===== src/logic/lmr_defs.vh =====
// Constants for the low memory top and remap window decoder
`ifndef LMR_DEFS_VH
`define LMR_DEFS_VH

// ****************************************************************
// Register indices (byte address is four times the index)
// ****************************************************************
`define LMR_IDX_LOW_TOP     10'h0c4
`define LMR_IDX_RBASE       10'h0c6
`define LMR_IDX_RLIMIT      10'h0c8
`define LMR_IDX_ROFFS       10'h0ca
`define LMR_IDX_STATUS      10'h0d0
`define LMR_IDX_CNT_DRAM    10'h0d1
`define LMR_IDX_CNT_NONMEM  10'h0d2
`define LMR_IDX_CNT_REMAP   10'h0d3

// ****************************************************************
// Reset values and writable-bit masks
// ****************************************************************
`define LMR_LOW_TOP_RST     16'h0800
`define LMR_LOW_TOP_MASK    16'hf800
`define LMR_RBASE_RST       16'h03ff
`define LMR_RLIMIT_RST      16'h0000
`define LMR_ROFFS_RST       16'h0000
`define LMR_WIN_MASK        16'h03ff
`define LMR_CNT_RST         16'h0000
`define LMR_CNT_ONE         16'h0001

// ****************************************************************
// Register field positions
// ****************************************************************
`define LMR_LT_HI           15
`define LMR_LT_LO           11
`define LMR_WIN_HI          9
`define LMR_WIN_LO          0

// ****************************************************************
// Host address field positions
// ****************************************************************
`define LMR_A_HI            35
`define LMR_A_4G_LO         32
`define LMR_A_LT_HI         31
`define LMR_A_LT_LO         27
`define LMR_A_WIN_LO        26
`define LMR_A_WIN_SUB_HI    25
`define LMR_A_ABOVE_4G_NONE 4'h0

// ****************************************************************
// Status register bits
// ****************************************************************
`define LMR_ST_WIN_EN       0
`define LMR_ST_DRAM         1
`define LMR_ST_NONMEM       2
`define LMR_ST_REMAP        3
`define LMR_ST_GAP          4
`define LMR_ST_W            5

// ****************************************************************
// Bus widths
// ****************************************************************
`define LMR_REG_W           16
`define LMR_WB_DAT_W        32
`define LMR_WB_SEL_W        4
`define LMR_IDX_W           10
`define LMR_WB_IDX_HI       11
`define LMR_WB_IDX_LO       2

`endif


===== src/logic/lmr_decode.v =====
// Host request decoder: low memory top, remap window, Wishbone regs
//
// Functional notes
// Low top field bits 15:11 are address bits 31:27, 128 MB steps.
// Low top boundary address bits 26:0 compare as zero.
// Address at or above low top and below 4 GB is non-memory.
// Address below low top goes to DRAM, except legacy gap holes.
// Software must program low top to at least 0800h.
// Software should pick smaller of populated memory or I/O start.
// Low top register resets to 0800h.
// Base field bits 9:0 are address 35:26, base itself inside window.
// Base lower address bits 25:0 compare as zero, 64 MB aligned.
// Window is disabled while base exceeds limit.
// Base register resets to 03FFh, window disabled.
// Limit field is address 35:26, lower bits taken as all ones.
// Window hits are translated using the offset on bits 35:26.
// Reserved bits read zero and ignore writes.
//
// The Wishbone register port was decided locally.
`timescale 1ns/10ps
`include "lmr_defs.vh"

module lmr_decode #(
	parameter WB_ADR_W = 12
) (
	// Clock and reset
	input  wire                  MCLK_IN,
	input  wire                  RST_IN,
	// Wishbone classic slave
	input  wire                  WB_CYC_IN,
	input  wire                  WB_STB_IN,
	input  wire                  WB_WE_IN,
	input  wire [WB_ADR_W-1:0]   WB_ADR_IN,
	input  wire [3:0]            WB_SEL_IN,
	input  wire [31:0]           WB_DAT_IN,
	output wire [31:0]           WB_DAT_OUT,
	output wire                  WB_ACK_OUT,
	// Host request
	input  wire                  REQ_VALID_IN,
	input  wire [35:0]           REQ_ADDR_IN,
	input  wire                  REQ_LEGACY_GAP_IN,
	// Decode result
	output wire                  DEC_VALID_OUT,
	output wire                  DEC_DRAM_OUT,
	output wire                  DEC_NONMEM_OUT,
	output wire                  DEC_REMAP_OUT,
	output wire                  DEC_GAP_OUT,
	output wire [35:0]           DEC_ADDR_OUT
);

	// ****************************************************************
	// Functions
	// ****************************************************************
	// Byte-lane merge of a 16-bit register with a writable-bit mask
	function [15:0] lane_merge;
		input [15:0] old_val;
		input [15:0] wr_val;
		input [1:0]  sel;
		input [15:0] mask;
		reg   [15:0] tmp;
		begin
			tmp = old_val;
			if (sel[0]) begin
				tmp[7:0] = wr_val[7:0];
			end
			if (sel[1]) begin
				tmp[15:8] = wr_val[15:8];
			end
			lane_merge = tmp & mask;
		end
	endfunction

	// Hit counter: a hit in the clearing cycle is still counted
	function [15:0] bump;
		input [15:0] cnt;
		input        hit;
		input        clr;
		begin
			if (clr) begin
				bump = hit ? `LMR_CNT_ONE : `LMR_CNT_RST;
			end else if (hit) begin
				bump = cnt + `LMR_CNT_ONE;
			end else begin
				bump = cnt;
			end
		end
	endfunction

	// ****************************************************************
	// Declarations
	// ****************************************************************
	reg  [15:0]          low_top_reg;
	reg  [15:0]          rbase_reg;
	reg  [15:0]          rlimit_reg;
	reg  [15:0]          roffs_reg;
	reg  [15:0]          cnt_dram_reg;
	reg  [15:0]          cnt_nonmem_reg;
	reg  [15:0]          cnt_remap_reg;
	reg  [4:0]           status_reg;
	reg  [4:0]           status_next;
	reg                  ack_reg;
	reg  [31:0]          rdat_reg;
	reg  [31:0]          rdat_next;
	reg                  dec_valid_reg;
	reg                  dec_dram_reg;
	reg                  dec_nonmem_reg;
	reg                  dec_remap_reg;
	reg                  dec_gap_reg;
	reg  [35:0]          dec_addr_reg;
	reg                  dram_next;
	reg                  nonmem_next;
	reg                  remap_next;
	reg                  gap_next;
	reg  [35:0]          addr_next;
	wire [9:0]           wb_idx;
	wire                 wb_req;
	wire                 wb_wr;
	wire                 in_low_4g;
	wire                 below_top;
	wire                 win_en;
	wire                 win_hit;
	wire [9:0]           xlat_field;

	// ****************************************************************
	// Wishbone access decode
	// ****************************************************************
	// Word index is the byte address shifted by two
	assign wb_idx = WB_ADR_IN[`LMR_WB_IDX_HI:`LMR_WB_IDX_LO];
	assign wb_req = WB_CYC_IN & WB_STB_IN;
	// Writes land on the edge where ack is seen high by the master
	assign wb_wr  = wb_req & WB_WE_IN & ack_reg;

	// Read data is captured when ack is raised; unmapped reads give zero
	always @* begin
		rdat_next = 32'h0000_0000;
		case (wb_idx)
			`LMR_IDX_LOW_TOP: begin
				rdat_next[15:0] = low_top_reg;
			end
			`LMR_IDX_RBASE: begin
				rdat_next[15:0] = rbase_reg;
			end
			`LMR_IDX_RLIMIT: begin
				rdat_next[15:0] = rlimit_reg;
			end
			`LMR_IDX_ROFFS: begin
				rdat_next[15:0] = roffs_reg;
			end
			`LMR_IDX_STATUS: begin
				rdat_next[4:0] = status_reg;
			end
			`LMR_IDX_CNT_DRAM: begin
				rdat_next[15:0] = cnt_dram_reg;
			end
			`LMR_IDX_CNT_NONMEM: begin
				rdat_next[15:0] = cnt_nonmem_reg;
			end
			`LMR_IDX_CNT_REMAP: begin
				rdat_next[15:0] = cnt_remap_reg;
			end
			default: begin
				rdat_next = 32'h0000_0000;
			end
		endcase
	end

	always @(posedge MCLK_IN or posedge RST_IN) begin
		if (RST_IN) begin
			ack_reg  <= 1'b0;
			rdat_reg <= 32'h0000_0000;
		end else begin
			// One-cycle ack, dropped the cycle after it was given
			ack_reg <= wb_req & ~ack_reg;
			if (wb_req & ~ack_reg) begin
				rdat_reg <= rdat_next;
			end
		end
	end

	// ****************************************************************
	// Configuration registers
	// ****************************************************************
	always @(posedge MCLK_IN or posedge RST_IN) begin
		if (RST_IN) begin
			low_top_reg <= `LMR_LOW_TOP_RST;
			rbase_reg   <= `LMR_RBASE_RST;
			rlimit_reg  <= `LMR_RLIMIT_RST;
			roffs_reg   <= `LMR_ROFFS_RST;
		end else if (wb_wr) begin
			// Masks keep reserved bits at zero
			if (wb_idx == `LMR_IDX_LOW_TOP) begin
				low_top_reg <= lane_merge(low_top_reg, WB_DAT_IN[15:0],
					WB_SEL_IN[1:0], `LMR_LOW_TOP_MASK);
			end
			if (wb_idx == `LMR_IDX_RBASE) begin
				rbase_reg <= lane_merge(rbase_reg, WB_DAT_IN[15:0],
					WB_SEL_IN[1:0], `LMR_WIN_MASK);
			end
			if (wb_idx == `LMR_IDX_RLIMIT) begin
				rlimit_reg <= lane_merge(rlimit_reg, WB_DAT_IN[15:0],
					WB_SEL_IN[1:0], `LMR_WIN_MASK);
			end
			if (wb_idx == `LMR_IDX_ROFFS) begin
				roffs_reg <= lane_merge(roffs_reg, WB_DAT_IN[15:0],
					WB_SEL_IN[1:0], `LMR_WIN_MASK);
			end
		end
	end

	// ****************************************************************
	// Address classification
	// ****************************************************************
	// Low top compare looks at bits 31:27 only, so its lower bits are
	// zero by construction; no check guards a value below 0800h.
	assign in_low_4g = (REQ_ADDR_IN[`LMR_A_HI:`LMR_A_4G_LO] ==
		`LMR_A_ABOVE_4G_NONE);
	assign below_top = in_low_4g &
		(REQ_ADDR_IN[`LMR_A_LT_HI:`LMR_A_LT_LO] <
		low_top_reg[`LMR_LT_HI:`LMR_LT_LO]);

	lmr_window_cmp u_window (
		.addr_field_in  (REQ_ADDR_IN[`LMR_A_HI:`LMR_A_WIN_LO]),
		.base_field_in  (rbase_reg[`LMR_WIN_HI:`LMR_WIN_LO]),
		.limit_field_in (rlimit_reg[`LMR_WIN_HI:`LMR_WIN_LO]),
		.offs_field_in  (roffs_reg[`LMR_WIN_HI:`LMR_WIN_LO]),
		.win_en_out     (win_en),
		.win_hit_out    (win_hit),
		.xlat_field_out (xlat_field)
	);

	// Remap hit wins; above 4 GB outside the window goes to DRAM as is
	always @* begin
		dram_next   = 1'b0;
		nonmem_next = 1'b0;
		remap_next  = 1'b0;
		gap_next    = 1'b0;
		addr_next   = REQ_ADDR_IN;
		if (win_hit) begin
			dram_next  = 1'b1;
			remap_next = 1'b1;
			addr_next  = {xlat_field,
				REQ_ADDR_IN[`LMR_A_WIN_SUB_HI:0]};
		end else if (in_low_4g & ~below_top) begin
			nonmem_next = 1'b1;
		end else if (below_top & REQ_LEGACY_GAP_IN) begin
			gap_next = 1'b1;
		end else begin
			dram_next = 1'b1;
		end
	end

	// ****************************************************************
	// Decode result registers
	// ****************************************************************
	always @(posedge MCLK_IN or posedge RST_IN) begin
		if (RST_IN) begin
			dec_valid_reg  <= 1'b0;
			dec_dram_reg   <= 1'b0;
			dec_nonmem_reg <= 1'b0;
			dec_remap_reg  <= 1'b0;
			dec_gap_reg    <= 1'b0;
			dec_addr_reg   <= 36'h0_0000_0000;
		end else begin
			dec_valid_reg <= REQ_VALID_IN;
			if (REQ_VALID_IN) begin
				dec_dram_reg   <= dram_next;
				dec_nonmem_reg <= nonmem_next;
				dec_remap_reg  <= remap_next;
				dec_gap_reg    <= gap_next;
				dec_addr_reg   <= addr_next;
			end else begin
				dec_dram_reg   <= 1'b0;
				dec_nonmem_reg <= 1'b0;
				dec_remap_reg  <= 1'b0;
				dec_gap_reg    <= 1'b0;
			end
		end
	end

	// ****************************************************************
	// Status and hit counters
	// ****************************************************************
	always @* begin
		status_next = status_reg;
		status_next[`LMR_ST_WIN_EN] = win_en;
		if (REQ_VALID_IN) begin
			status_next[`LMR_ST_DRAM]   = dram_next;
			status_next[`LMR_ST_NONMEM] = nonmem_next;
			status_next[`LMR_ST_REMAP]  = remap_next;
			status_next[`LMR_ST_GAP]    = gap_next;
		end
	end

	always @(posedge MCLK_IN or posedge RST_IN) begin
		if (RST_IN) begin
			status_reg     <= 5'h00;
			cnt_dram_reg   <= `LMR_CNT_RST;
			cnt_nonmem_reg <= `LMR_CNT_RST;
			cnt_remap_reg  <= `LMR_CNT_RST;
		end else begin
			status_reg     <= status_next;
			// Any write to a counter clears it; counters wrap
			cnt_dram_reg   <= bump(cnt_dram_reg,
				REQ_VALID_IN & dram_next,
				wb_wr & (wb_idx == `LMR_IDX_CNT_DRAM));
			cnt_nonmem_reg <= bump(cnt_nonmem_reg,
				REQ_VALID_IN & nonmem_next,
				wb_wr & (wb_idx == `LMR_IDX_CNT_NONMEM));
			cnt_remap_reg  <= bump(cnt_remap_reg,
				REQ_VALID_IN & remap_next,
				wb_wr & (wb_idx == `LMR_IDX_CNT_REMAP));
		end
	end

	// ****************************************************************
	// Outputs
	// ****************************************************************
	assign WB_DAT_OUT     = rdat_reg;
	assign WB_ACK_OUT     = ack_reg;
	assign DEC_VALID_OUT  = dec_valid_reg;
	assign DEC_DRAM_OUT   = dec_dram_reg;
	assign DEC_NONMEM_OUT = dec_nonmem_reg;
	assign DEC_REMAP_OUT  = dec_remap_reg;
	assign DEC_GAP_OUT    = dec_gap_reg;
	assign DEC_ADDR_OUT   = dec_addr_reg;

endmodule // lmr_decode


===== src/logic/lmr_window_cmp.v =====
// Remap window compare and address translation for one request
`timescale 1ns/10ps
`include "lmr_defs.vh"

module lmr_window_cmp (
	// Request address field, bits 35:26
	input  wire [9:0] addr_field_in,
	// Window setup fields
	input  wire [9:0] base_field_in,
	input  wire [9:0] limit_field_in,
	input  wire [9:0] offs_field_in,
	// Results
	output wire       win_en_out,
	output wire       win_hit_out,
	output wire [9:0] xlat_field_out
);

	// ****************************************************************
	// Window compare
	// ****************************************************************
	// Only the 64 MB granule is compared: the lower base bits act as
	// zeros and the lower limit bits as ones, so both ends are kept.
	wire base_ok;
	wire limit_ok;

	assign win_en_out     = (base_field_in <= limit_field_in);
	assign base_ok        = (addr_field_in >= base_field_in);
	assign limit_ok       = (addr_field_in <= limit_field_in);
	assign win_hit_out    = win_en_out & base_ok & limit_ok;

	// ****************************************************************
	// Translation
	// ****************************************************************
	// Modulo subtraction; software keeps offset no larger than base.
	assign xlat_field_out = addr_field_in - offs_field_in;

endmodule // lmr_window_cmp


===== config.mk =====
export PLATFORM = sky130hd
export DESIGN_NAME = lmr_decode
export DESIGN_NICKNAME = d
export VERILOG_FILES = /design/src/logic/lmr_decode.v /design/src/logic/lmr_window_cmp.v
export VERILOG_INCLUDE_DIRS = /design/src /design/src/logic
export SDC_FILE = /design/constraint.sdc
export NUM_CORES = 1
export LEC_CHECK = 0
export ABC_AREA = 1
export BUFFER_PORTS_ARGS = -buffer_cell sky130_fd_sc_hd__buf_4
export CAP_MARGIN = 0
export CORE_UTILIZATION = 61
export CTS_BUF_LIST = sky130_fd_sc_hd__clkbuf_8 sky130_fd_sc_hd__clkbuf_16
export DETAILED_ROUTE_END_ITERATION = 8
export PLACE_DENSITY = 0.92
export REMOVE_ABC_BUFFERS = 1
export SYNTH_ARGS = -nofsm -noshare
export SYNTH_HDL_FRONTEND = slang
export SYNTH_SLANG_ARGS = --single-unit

===== constraint.sdc =====
create_clock -name MCLK_IN -period 15.2 [get_ports MCLK_IN]
set_input_delay 3.04 -clock MCLK_IN [delete_from_list [all_inputs] [get_ports MCLK_IN]]
set_output_delay 3.04 -clock MCLK_IN [all_outputs]
set_load 0.005 [all_outputs]

==> Word level (Yosys, flattened, before mapping) <==
Cells that the tools add are included.
{ "totals": {"mem_bits_ro": 0, "output_inout_bits": 74, "mem_bits_rw": 0, "memories": 0, "register_bits": 146, "elab_cells": 89, "latchBits": 0} }
{ "op_classes": {"mul": 0, "n_lt_le_gt_ge": 4, "muxes": 25, "shift": 0, "n_bitwise": 17, "add_sub_neg": 4, "reduce_logical": 11, "n_eq_ne": 8, "div": 0} }
{ "ops": {"columns": ["op", "count"], "rows": [
  ["$mux W16", 6],
  ["$eq A10 B8 Y1 const B", 8],
  ["$pmux W11 S7", 1],
  ["$add A16 B1 Y16 const B", 3],
  ["$mux W36", 1],
  ["$pmux W5 S7", 1],
  ["$reduce_and A3 Y1", 7],
  ["$le A10 B10 Y1", 2],
  ["$mux W1", 16],
  ["$and A1 B1 Y1", 15],
  ["$ge A10 B10 Y1", 1],
  ["$sub A10 B10 Y10", 1],
  ["$reduce_bool A2 Y1", 3],
  ["$lt A5 B5 Y1", 1],
  ["$logic_not A4 Y1", 1],
  ["$not A1 Y1", 2]
]} }

==> Longest topological paths before layout <==
Gate-level depths: netlist of the first run.
{ "logic_depth": {"word_depth": 9, "mapped_depth": 15} }

==> Modules after synthesis <==
A second synthesis of the first run with hierarchy kept.
{ "hier_totals": {"cells_unflattened": 1302, "hier_area_um2": 9258.9} }
{ "by_module_without_submodules": {"columns": ["mod", "cells_each", "area_per_inst_um2", "instances", "seq_area_each_um2"], "rows": [
  ["lmr_decode", 1095, 8007.7, 1, 3667.3],
  ["lmr_window_cmp", 207, 1251.2, 1, 0.0]
]} }

==> Least setup slack after synthesis of the first run <==
No wires, ideal clock.
{ "synth_timing": {"path_type": "input port to flip-flop", "start": "in REQ_ADDR_IN[26]", "end": "reg dec_addr_reg[32], in the netlist DEC_ADDR_OUT[32]", "t_arrival_ns": 4.370, "setup_time_ns": 0.124, "required_time_ns": 15.076, "n_path_buf": 0, "path_stages": 11, "slack_ns": 10.706, "cell_sequence": "inv_1 -> ha_1 -> fa_1 -> nand3b_1 -> nand2_1 -> nand2_1 -> nand2_1 -> a21oi_1 -> xor2_1 -> nand2_1 -> nand3_1"} }
{ "synth_between": {"elab_chain_len": 4} }
{ "synth_lines": {"columns": ["element", "line", "rtl"], "rows": [
  ["start, declared", "lmr_decode.v:40", "input wire [35:0] REQ_ADDR_IN,"],
  ["$ge A10 B10 Y1", "lmr_window_cmp.v:27", "assign base_ok = (addr_field_in >= base_field_in);"],
  ["$and A1 B1 Y1 (2 in a row)", "lmr_window_cmp.v:29", "assign win_hit_out = win_en_out & base_ok & limit_ok;"],
  ["$mux W36 *", "lmr_decode.v:238", "if (win_hit) begin"],
  ["end signal, assigned", "lmr_decode.v:270", "dec_addr_reg <= addr_next;"],
  ["end, declared", "lmr_decode.v:109", "reg [35:0] dec_addr_reg;"]
]} }
Mark *: on every way between the ends. The rest lies on a longest branch, timed or not.
A chain may end at the register's enable or synchronous reset.

==> Worst setup path in the final report of the first run <==
{ "layout_timing": {"start": "in REQ_ADDR_IN[35]", "end": "reg cnt_remap_reg[14]"} }
{ "layout_between": {"elab_chain_len": 6} }
{ "layout_lines": {"columns": ["element", "line", "rtl"], "rows": [
  ["$ge A10 B10 Y1", "lmr_window_cmp.v:27", null],
  ["$and A1 B1 Y1", "lmr_window_cmp.v:29", null],
  ["$and A1 B1 Y1 *", "lmr_window_cmp.v:29", null],
  ["$mux W1 *", "lmr_decode.v:238", null],
  ["$and A1 B1 Y1 *", "lmr_decode.v:310", "REQ_VALID_IN & remap_next,"],
  ["$reduce_bool A2 Y1 (no line) *", null, null],
  ["end signal, assigned", "lmr_decode.v:299", "cnt_remap_reg <= `LMR_CNT_RST;"],
  ["end signal, assigned", "lmr_decode.v:309", "cnt_remap_reg <= bump(cnt_remap_reg,"],
  ["end, declared", "lmr_decode.v:98", "reg [15:0] cnt_remap_reg;"]
]} }
Marks and branches as above.

==> run summary, run 1 <==
PnR Total Power - 1.045 mW
Crit. End Element - flop
first-pass GRT wire length - 40,090 um
Yosys reg bits - 146
die width - 124.0 um
I/O Pins - 165
post-cts hold buffer count - 0
Pins Over Slew Limit - 0
Root Driver - clkbuf_16
maximum fanout along the worst path - 22
ant diodes - 0
most common cell after layout, fill and taps aside - nand2_1
Least-Margin Pin Slew - 1.243 ns
Initial Utilization - 0.6249
drc violations - 0
non-filler cells, final - 1,526
# Post-CTS Setup Buffers - 0
Crit Path Class - in -> reg
worst setup margin - 9.536 ns
Setup TNS - 0 ns
Syn Inst Count - 1,214
clk slew on worst S/H paths - 0.07 ns
# port buffers - 127
cts repair resizes - 0
Sink Count - 146
die height - 124.0 um
WP data arrival - 5.97 ns
cell leakage power - 5.677 nW
Antenna Nets Post-Route - 0
CP startpoint kind - input port
VDD IR-drop max - 84.34 uV
post-synthesis async set-or-reset flop share - 1.000
Unique masters post-synth - 48
vias in the first global route - 8,236
post-DR wirelength/cell - 16.19 um
largest net degree at the start of global routing - 92
power density cells - 98.06 mW/mm2
placed cell count - 1,494
Placer Congestion - 0.9114
core area - 0.01453 mm2
layout cells sized above 1 - 0.1550
initial antenna violation count - 0
area grow syn2layout - 17.33%
dpl cell area - 0.01004 mm2
vias per cell - 5.737
Total Routing Usage GR - 0.3427
cell type with the largest total area after synthesis - dfrtp_1
die area - 0.01538 mm2
Fillers - 1,069
Post-synth EDFFs - 0
Final Core Density - 0.7332
DRT Wirelength - 24,710 um
sequential cell area fraction in the yosys report - 0.4038
Nets - 1,467
CTS tree - done
RSZ-0062 raised after global routing - no
cts bufs inserted - 17
post-synth top area share - 0.3720
hold slack final - 0.4726 ns
slew margin rel. - 0.1691
Clock Latency Late Sink - 0.44 ns
status - complete, no violations
most frequent cells in the layout - nand2_1, inv_1, dfrtp_1, buf_4, nand3_1
Fin. Hold Viols - 0
H-Tree Depth - 4
DRT iter0 DRCs - 1,150
WP data required - 15.50 ns
Max Root-Sink Buffers - 2
Place WS - 9.287 ns
grt total ovfl - 0
HPWL Detailed - 17,560 um
routed via count - 8,754
Final setup viols - 0
Post-Syn Area per Cell - 7.481 um2
Post-Syn Area - 0.009082 mm2
Syn. warnings - 0
Final Cell Area - 0.01066 mm2
Hold WC Path Type - reg -> reg
num rows - 44
# Max-Cap Violations - 0
TritonRoute pass-1 iters - 5
fmax - 0.1766 GHz
ranking of synthesized cells by area - dfrtp_1, nand2_1, inv_1, ha_1, nand3_1
period utilisation layout - 0.3726
Top FF cell, synth - dfrtp_1
Layout Skew - 0.007808 ns
Largest register FFs - 36
minimum clock period - 5.664 ns
-- kinds of logic (layout without fill, tap and decap cells) --
group / Yosys count / after routing / share of synthesized area
buffers and inverters: 216 / 329 / 0.1021
flip-flops: 146 / 146 / 0.4038
multiplexers: 1 / 1 / 0.001653
AO/OA/AOI/OAI: 114 / 114 / 0.06929
other: 1 / 16 / 0.0004129
AND/OR/NAND/NOR: 648 / 648 / 0.3177
XOR/XNOR: 41 / 41 / 0.03954
adder cells (fa/ha/maj): 47 / 47 / 0.06557
-- per-layer routing --
layer | vias up | wire (um) | global-route usage
met2 | 484 | 11390 | 0.5330
met1 | 4066 | 10020 | 0.4499
met3 | 103 | 2106 | 0.07051
met5 | - | 0 | 0
met4 | 0 | 1186 | 0.1845
li1 | 4101 | - | -
-- cells in the mapped netlist (2+ instances only) --
cell and count:
buf_6 3, nand2_1 390, nand3_1 84, ha_1 46, clkbuf_1 13, nand3b_1 3, nand2_2 6, xnor2_1 5
nor4_2 2, buf_2 10, and3_1 2, nor3_1 17, nor2_2 3, o21bai_1 3, inv_2 7, clkinv_1 2
or2_2 3, o21ai_0 32, buf_4 21, nor2_1 74, nand2_4 4, dfrtp_1 135, inv_1 159, nor3b_1 2
o21ai_1 23, o22ai_1 28, dfstp_2 11, nand4_1 48, nand3_4 2, a21o_1 2, a21oi_1 22, xor2_1 36
-- power breakdown --
| group | switching, mW | internal, mW | total [mW] |
|---|---|---|---|
| clock | 0.191 | 0.250 | 0.442 |
| combinational | 0.0963 | 0.0625 | 0.159 |
| sequential | 0.0268 | 0.418 | 0.444 |
-- worst paths after layout --
kind	from	to	slack (ns)	depth (start not counted)
setup / recovery	REQ_ADDR_IN[35]	cnt_remap_reg[14]$_DFFE_PP0P_	9.54	10
hold / removal	DEC_ADDR_OUT[20]$_DFFE_PP0P_	DEC_ADDR_OUT[20]$_DFFE_PP0P_	0.47	2
setup reg to reg	rlimit_reg[9]$_DFFE_PP0P_	cnt_remap_reg[14]$_DFFE_PP0P_	11.82	10
hold reg to reg	DEC_ADDR_OUT[20]$_DFFE_PP0P_	DEC_ADDR_OUT[20]$_DFFE_PP0P_	0.47	2
max in group asynchronous	RST_IN	roffs_reg[5]$_DFFE_PP0P_	11.20	3
min in group asynchronous	RST_IN	cnt_dram_reg[5]$_DFFE_PP0P_	2.77	2
-- layout make-up --
type / count / area, um2 / share of cell area
multi-input cells: 867 / 4544 / 0.4264
clock buffers: 17 / 425.4 / 0.03992
clock inverters: 15 / 186.4 / 0.01749
flip-flops and latches: 146 / 3667 / 0.3441
repair buffers: 128 / 960.9 / 0.09017
well taps: 184 / 230.2 / 0.02160
inverters: 169 / 641.9 / 0.06023
-- critical path: stages --
cell	delay [ns]
buf_4	0.15
ha_1	0.31
nand2_1	0.10
inv_1	0.06
a21oi_1	0.21
nand3_1	0.10
nand2_1	0.15
nand4_1	0.89
nand2_1	0.82
o21ai_0	0.14
Note: power is estimated with default switching activity, not from simulation.
==> run 2: changes to the inputs <==
--- a/config.mk
+++ b/config.mk
@@ -9,10 +9,10 @@
 export ABC_AREA = 1
 export BUFFER_PORTS_ARGS = -buffer_cell sky130_fd_sc_hd__buf_4
 export CAP_MARGIN = 0
-export CORE_UTILIZATION = 61
+export CORE_UTILIZATION = 57
 export CTS_BUF_LIST = sky130_fd_sc_hd__clkbuf_8 sky130_fd_sc_hd__clkbuf_16
 export DETAILED_ROUTE_END_ITERATION = 8
-export PLACE_DENSITY = 0.92
+export PLACE_DENSITY = 0.87
 export REMOVE_ABC_BUFFERS = 1
 export SYNTH_ARGS = -nofsm -noshare
 export SYNTH_HDL_FRONTEND = slang
==> constraint.sdc (replaced) <==
create_clock -name MCLK_IN -period 5.4 [get_ports MCLK_IN]
set_input_delay 1.08 -clock MCLK_IN [delete_from_list [all_inputs] [get_ports MCLK_IN]]
set_output_delay 1.08 -clock MCLK_IN [all_outputs]
set_load 0.005 [all_outputs]
==> run summary, run 2 (synthesis gave the netlist of run 1 again) <==
status - complete, no violations
RSZ-0062 raised after global routing - no
grt total ovfl - 0 (unchanged)
# Post-CTS Setup Buffers - 0 (unchanged)
power density cells - 278.7 mW/mm2 (+180%)
Max stage delay on crit path - 1.01 ns (+0.12 ns)
most common cell after layout, fill and taps aside - nand2_1
fmax - 0.3341 GHz
minimum clock period - 2.993 ns
crit-path cells - buf_4 -> nor2_2 -> inv_1 -> nor3_1 -> nand4_1 -> nand4_1 -> nand2_1
layout cells sized above 1 - 0.1563 (+0.001257)
cell leakage power - 5.696 nW (+0.33%)
Crit. End Element - flop
most frequent cells in the layout - nand2_1, inv_1, dfrtp_1, buf_4, nand3_1
maximum fanout along the worst path - 30 (+36%)
Setup TNS - 0 ns (unchanged)
PnR Total Power - 2.991 mW (+190%)
Clock Latency Late Sink - 0.44 ns (about the same)
ant diodes - 0 (unchanged)
Layout Skew - 0.007525 ns (-0.0002835 ns)
drc violations - 0 (unchanged)
Fillers - 1,248 (+17%)
GR met2 Demand/Resource - 0.5068 (-0.02615)
CTS tree - done
Total Routing Usage GR - 0.3174 (-0.02530)
Largest register FFs - 36 (unchanged)
initial antenna violation count - 0 (unchanged)
worst r2r path cells - 10 (unchanged)
largest net degree at the start of global routing - 112 (+22%)
Fin. Hold Viols - 0 (unchanged)
post-cts hold buffer count - 0 (unchanged)
# port buffers - 127 (unchanged)
Initial Utilization - 0.5909 (-0.03403)
GR peak layer - met2
HPWL Detailed - 17,770 um (+1.2%)
VDD IR-drop max - 224.2 uV (+170%)
WHS Path Cells - 2 (unchanged)
TritonRoute pass-1 iters - 6 (+1)
Hold WC Path Type - reg -> reg
Final setup viols - 0 (unchanged)
GRT met1 Usage - 0.4083 (-0.04154)
WP data required - 5.70 ns (-9.80 ns)
vias per cell - 5.549 (-3.3%)
period utilisation layout - 0.5544
I/O Pins - 165 (unchanged)
CP startpoint kind - input port
area grow syn2layout - 18.16%
post-DR wirelength/cell - 15.96 um (-1.4%)
Placer Congestion - 0.9359 (+2.7%)
slew margin rel. - 0.1567 (-0.01233)
Root Driver - clkbuf_16
clk slew on worst S/H paths - 0.06 ns (about the same)
routed via count - 8,629 (-1.4%)
# Max-Cap Violations - 0 (unchanged)
die width - 128.2 um (+3.4%)
Pins Over Slew Limit - 0 (unchanged)
DRT Wirelength - 24,820 um (+0.47%)
Least-Margin Pin Slew - 1.261 ns (+0.01844 ns)
H-Tree Depth - 4 (unchanged)
Global Route met3 Usage - 0.07304 (+0.002526)
Crit Path Class - in -> reg
core area - 0.01537 mm2 (+5.8%)
DRT iter0 DRCs - 859 (-25%)
CP dominant cell by count - nand4_1
vias in the first global route - 8,280 (+0.53%)
first-pass GRT wire length - 40,500 um (+1.0%)
Antenna Nets Post-Route - 0 (unchanged)
WP data arrival - 3.30 ns (-2.67 ns)
num rows - 45 (+2.3%)
Sink Count - 146 (unchanged)
Max Root-Sink Buffers - 2 (unchanged)
die height - 128.2 um (+3.4%)
Nets - 1,469 (+0.14%)
cts repair resizes - 0 (unchanged)
die area - 0.01644 mm2 (+6.9%)
cts bufs inserted - 17 (unchanged)
slowest library cell on the worst path - nand4_1
-- run 2: critical path: cells and delay by family --
kind | cells | cell delay (ns)
simple gates | 5 | 1.99
buf+inv | 2 | 0.23
-- run 2: cell type report --
| type | count | area (um2) | share of cell area |
|---|---|---|---|
| clock buffer | 18 | 439.2 | 0.04092 |
| multi-input combinational | 867 | 4544 | 0.4235 |
| tap | 211 | 264.0 | 0.02460 |
| timing repair buffer | 130 | 975.9 | 0.09094 |
| clock inverter | 14 | 198.9 | 0.01854 |
| sequential | 146 | 3667 | 0.3417 |
| inverter | 169 | 641.9 | 0.05981 |
-- run 2: metrics by stage --
stage	cells	hold WS [ns]	worst slack (ns)	util	cell area, um2
2_1_floorplan	1182	0.4530	0.4152	-	8848
3_3_place_gp	1523	0.4562	2.267	0.6567	10090
3_5_place_dp	1523	0.4594	2.116	0.6567	10090
4_1_cts	1555	0.4754	2.536	0.6982	10730
5_1_grt	1555	0.4880	2.255	0.6982	10730
6_report	1555	0.4737	2.407	0.6982	10730
-- run 2: final timing paths --
check                                            startpoint                             to  slack [ns]
worst min-delay path            DEC_ADDR_OUT[2]$_DFFE_PP0P_    DEC_ADDR_OUT[2]$_DFFE_PP0P_        0.47
max in group asynchronous                            RST_IN         DEC_DRAM_OUT$_DFF_PP0_        3.51
min in group asynchronous                            RST_IN   DEC_ADDR_OUT[18]$_DFFE_PP0P_        0.85
worst max-delay path                           WB_ADR_IN[4]   cnt_dram_reg[11]$_DFFE_PP0P_        2.41
worst min register to register  DEC_ADDR_OUT[2]$_DFFE_PP0P_    DEC_ADDR_OUT[2]$_DFFE_PP0P_        0.47
worst max register to register     rbase_reg[7]$_DFFE_PP1P_  cnt_remap_reg[13]$_DFFE_PP0P_        2.90
-- run 2: power breakdown --
| group | internal (mW) | total [mW] | switching [mW] |
|---|---|---|---|
| registers | 1.18 | 1.25 | 0.0734 |
| logic | 0.177 | 0.448 | 0.271 |
| clock network | 0.793 | 1.29 | 0.501 |
| total | 2.15 | 2.99 | 0.845 |
-- run 2: metal layers --
metal  vias to the layer above  wire length [um]
met5                         -                 0
met4                         0               988
met3                        83              2211
met2                       410             11390
met1                      4037             10230
li1                       4099                 -
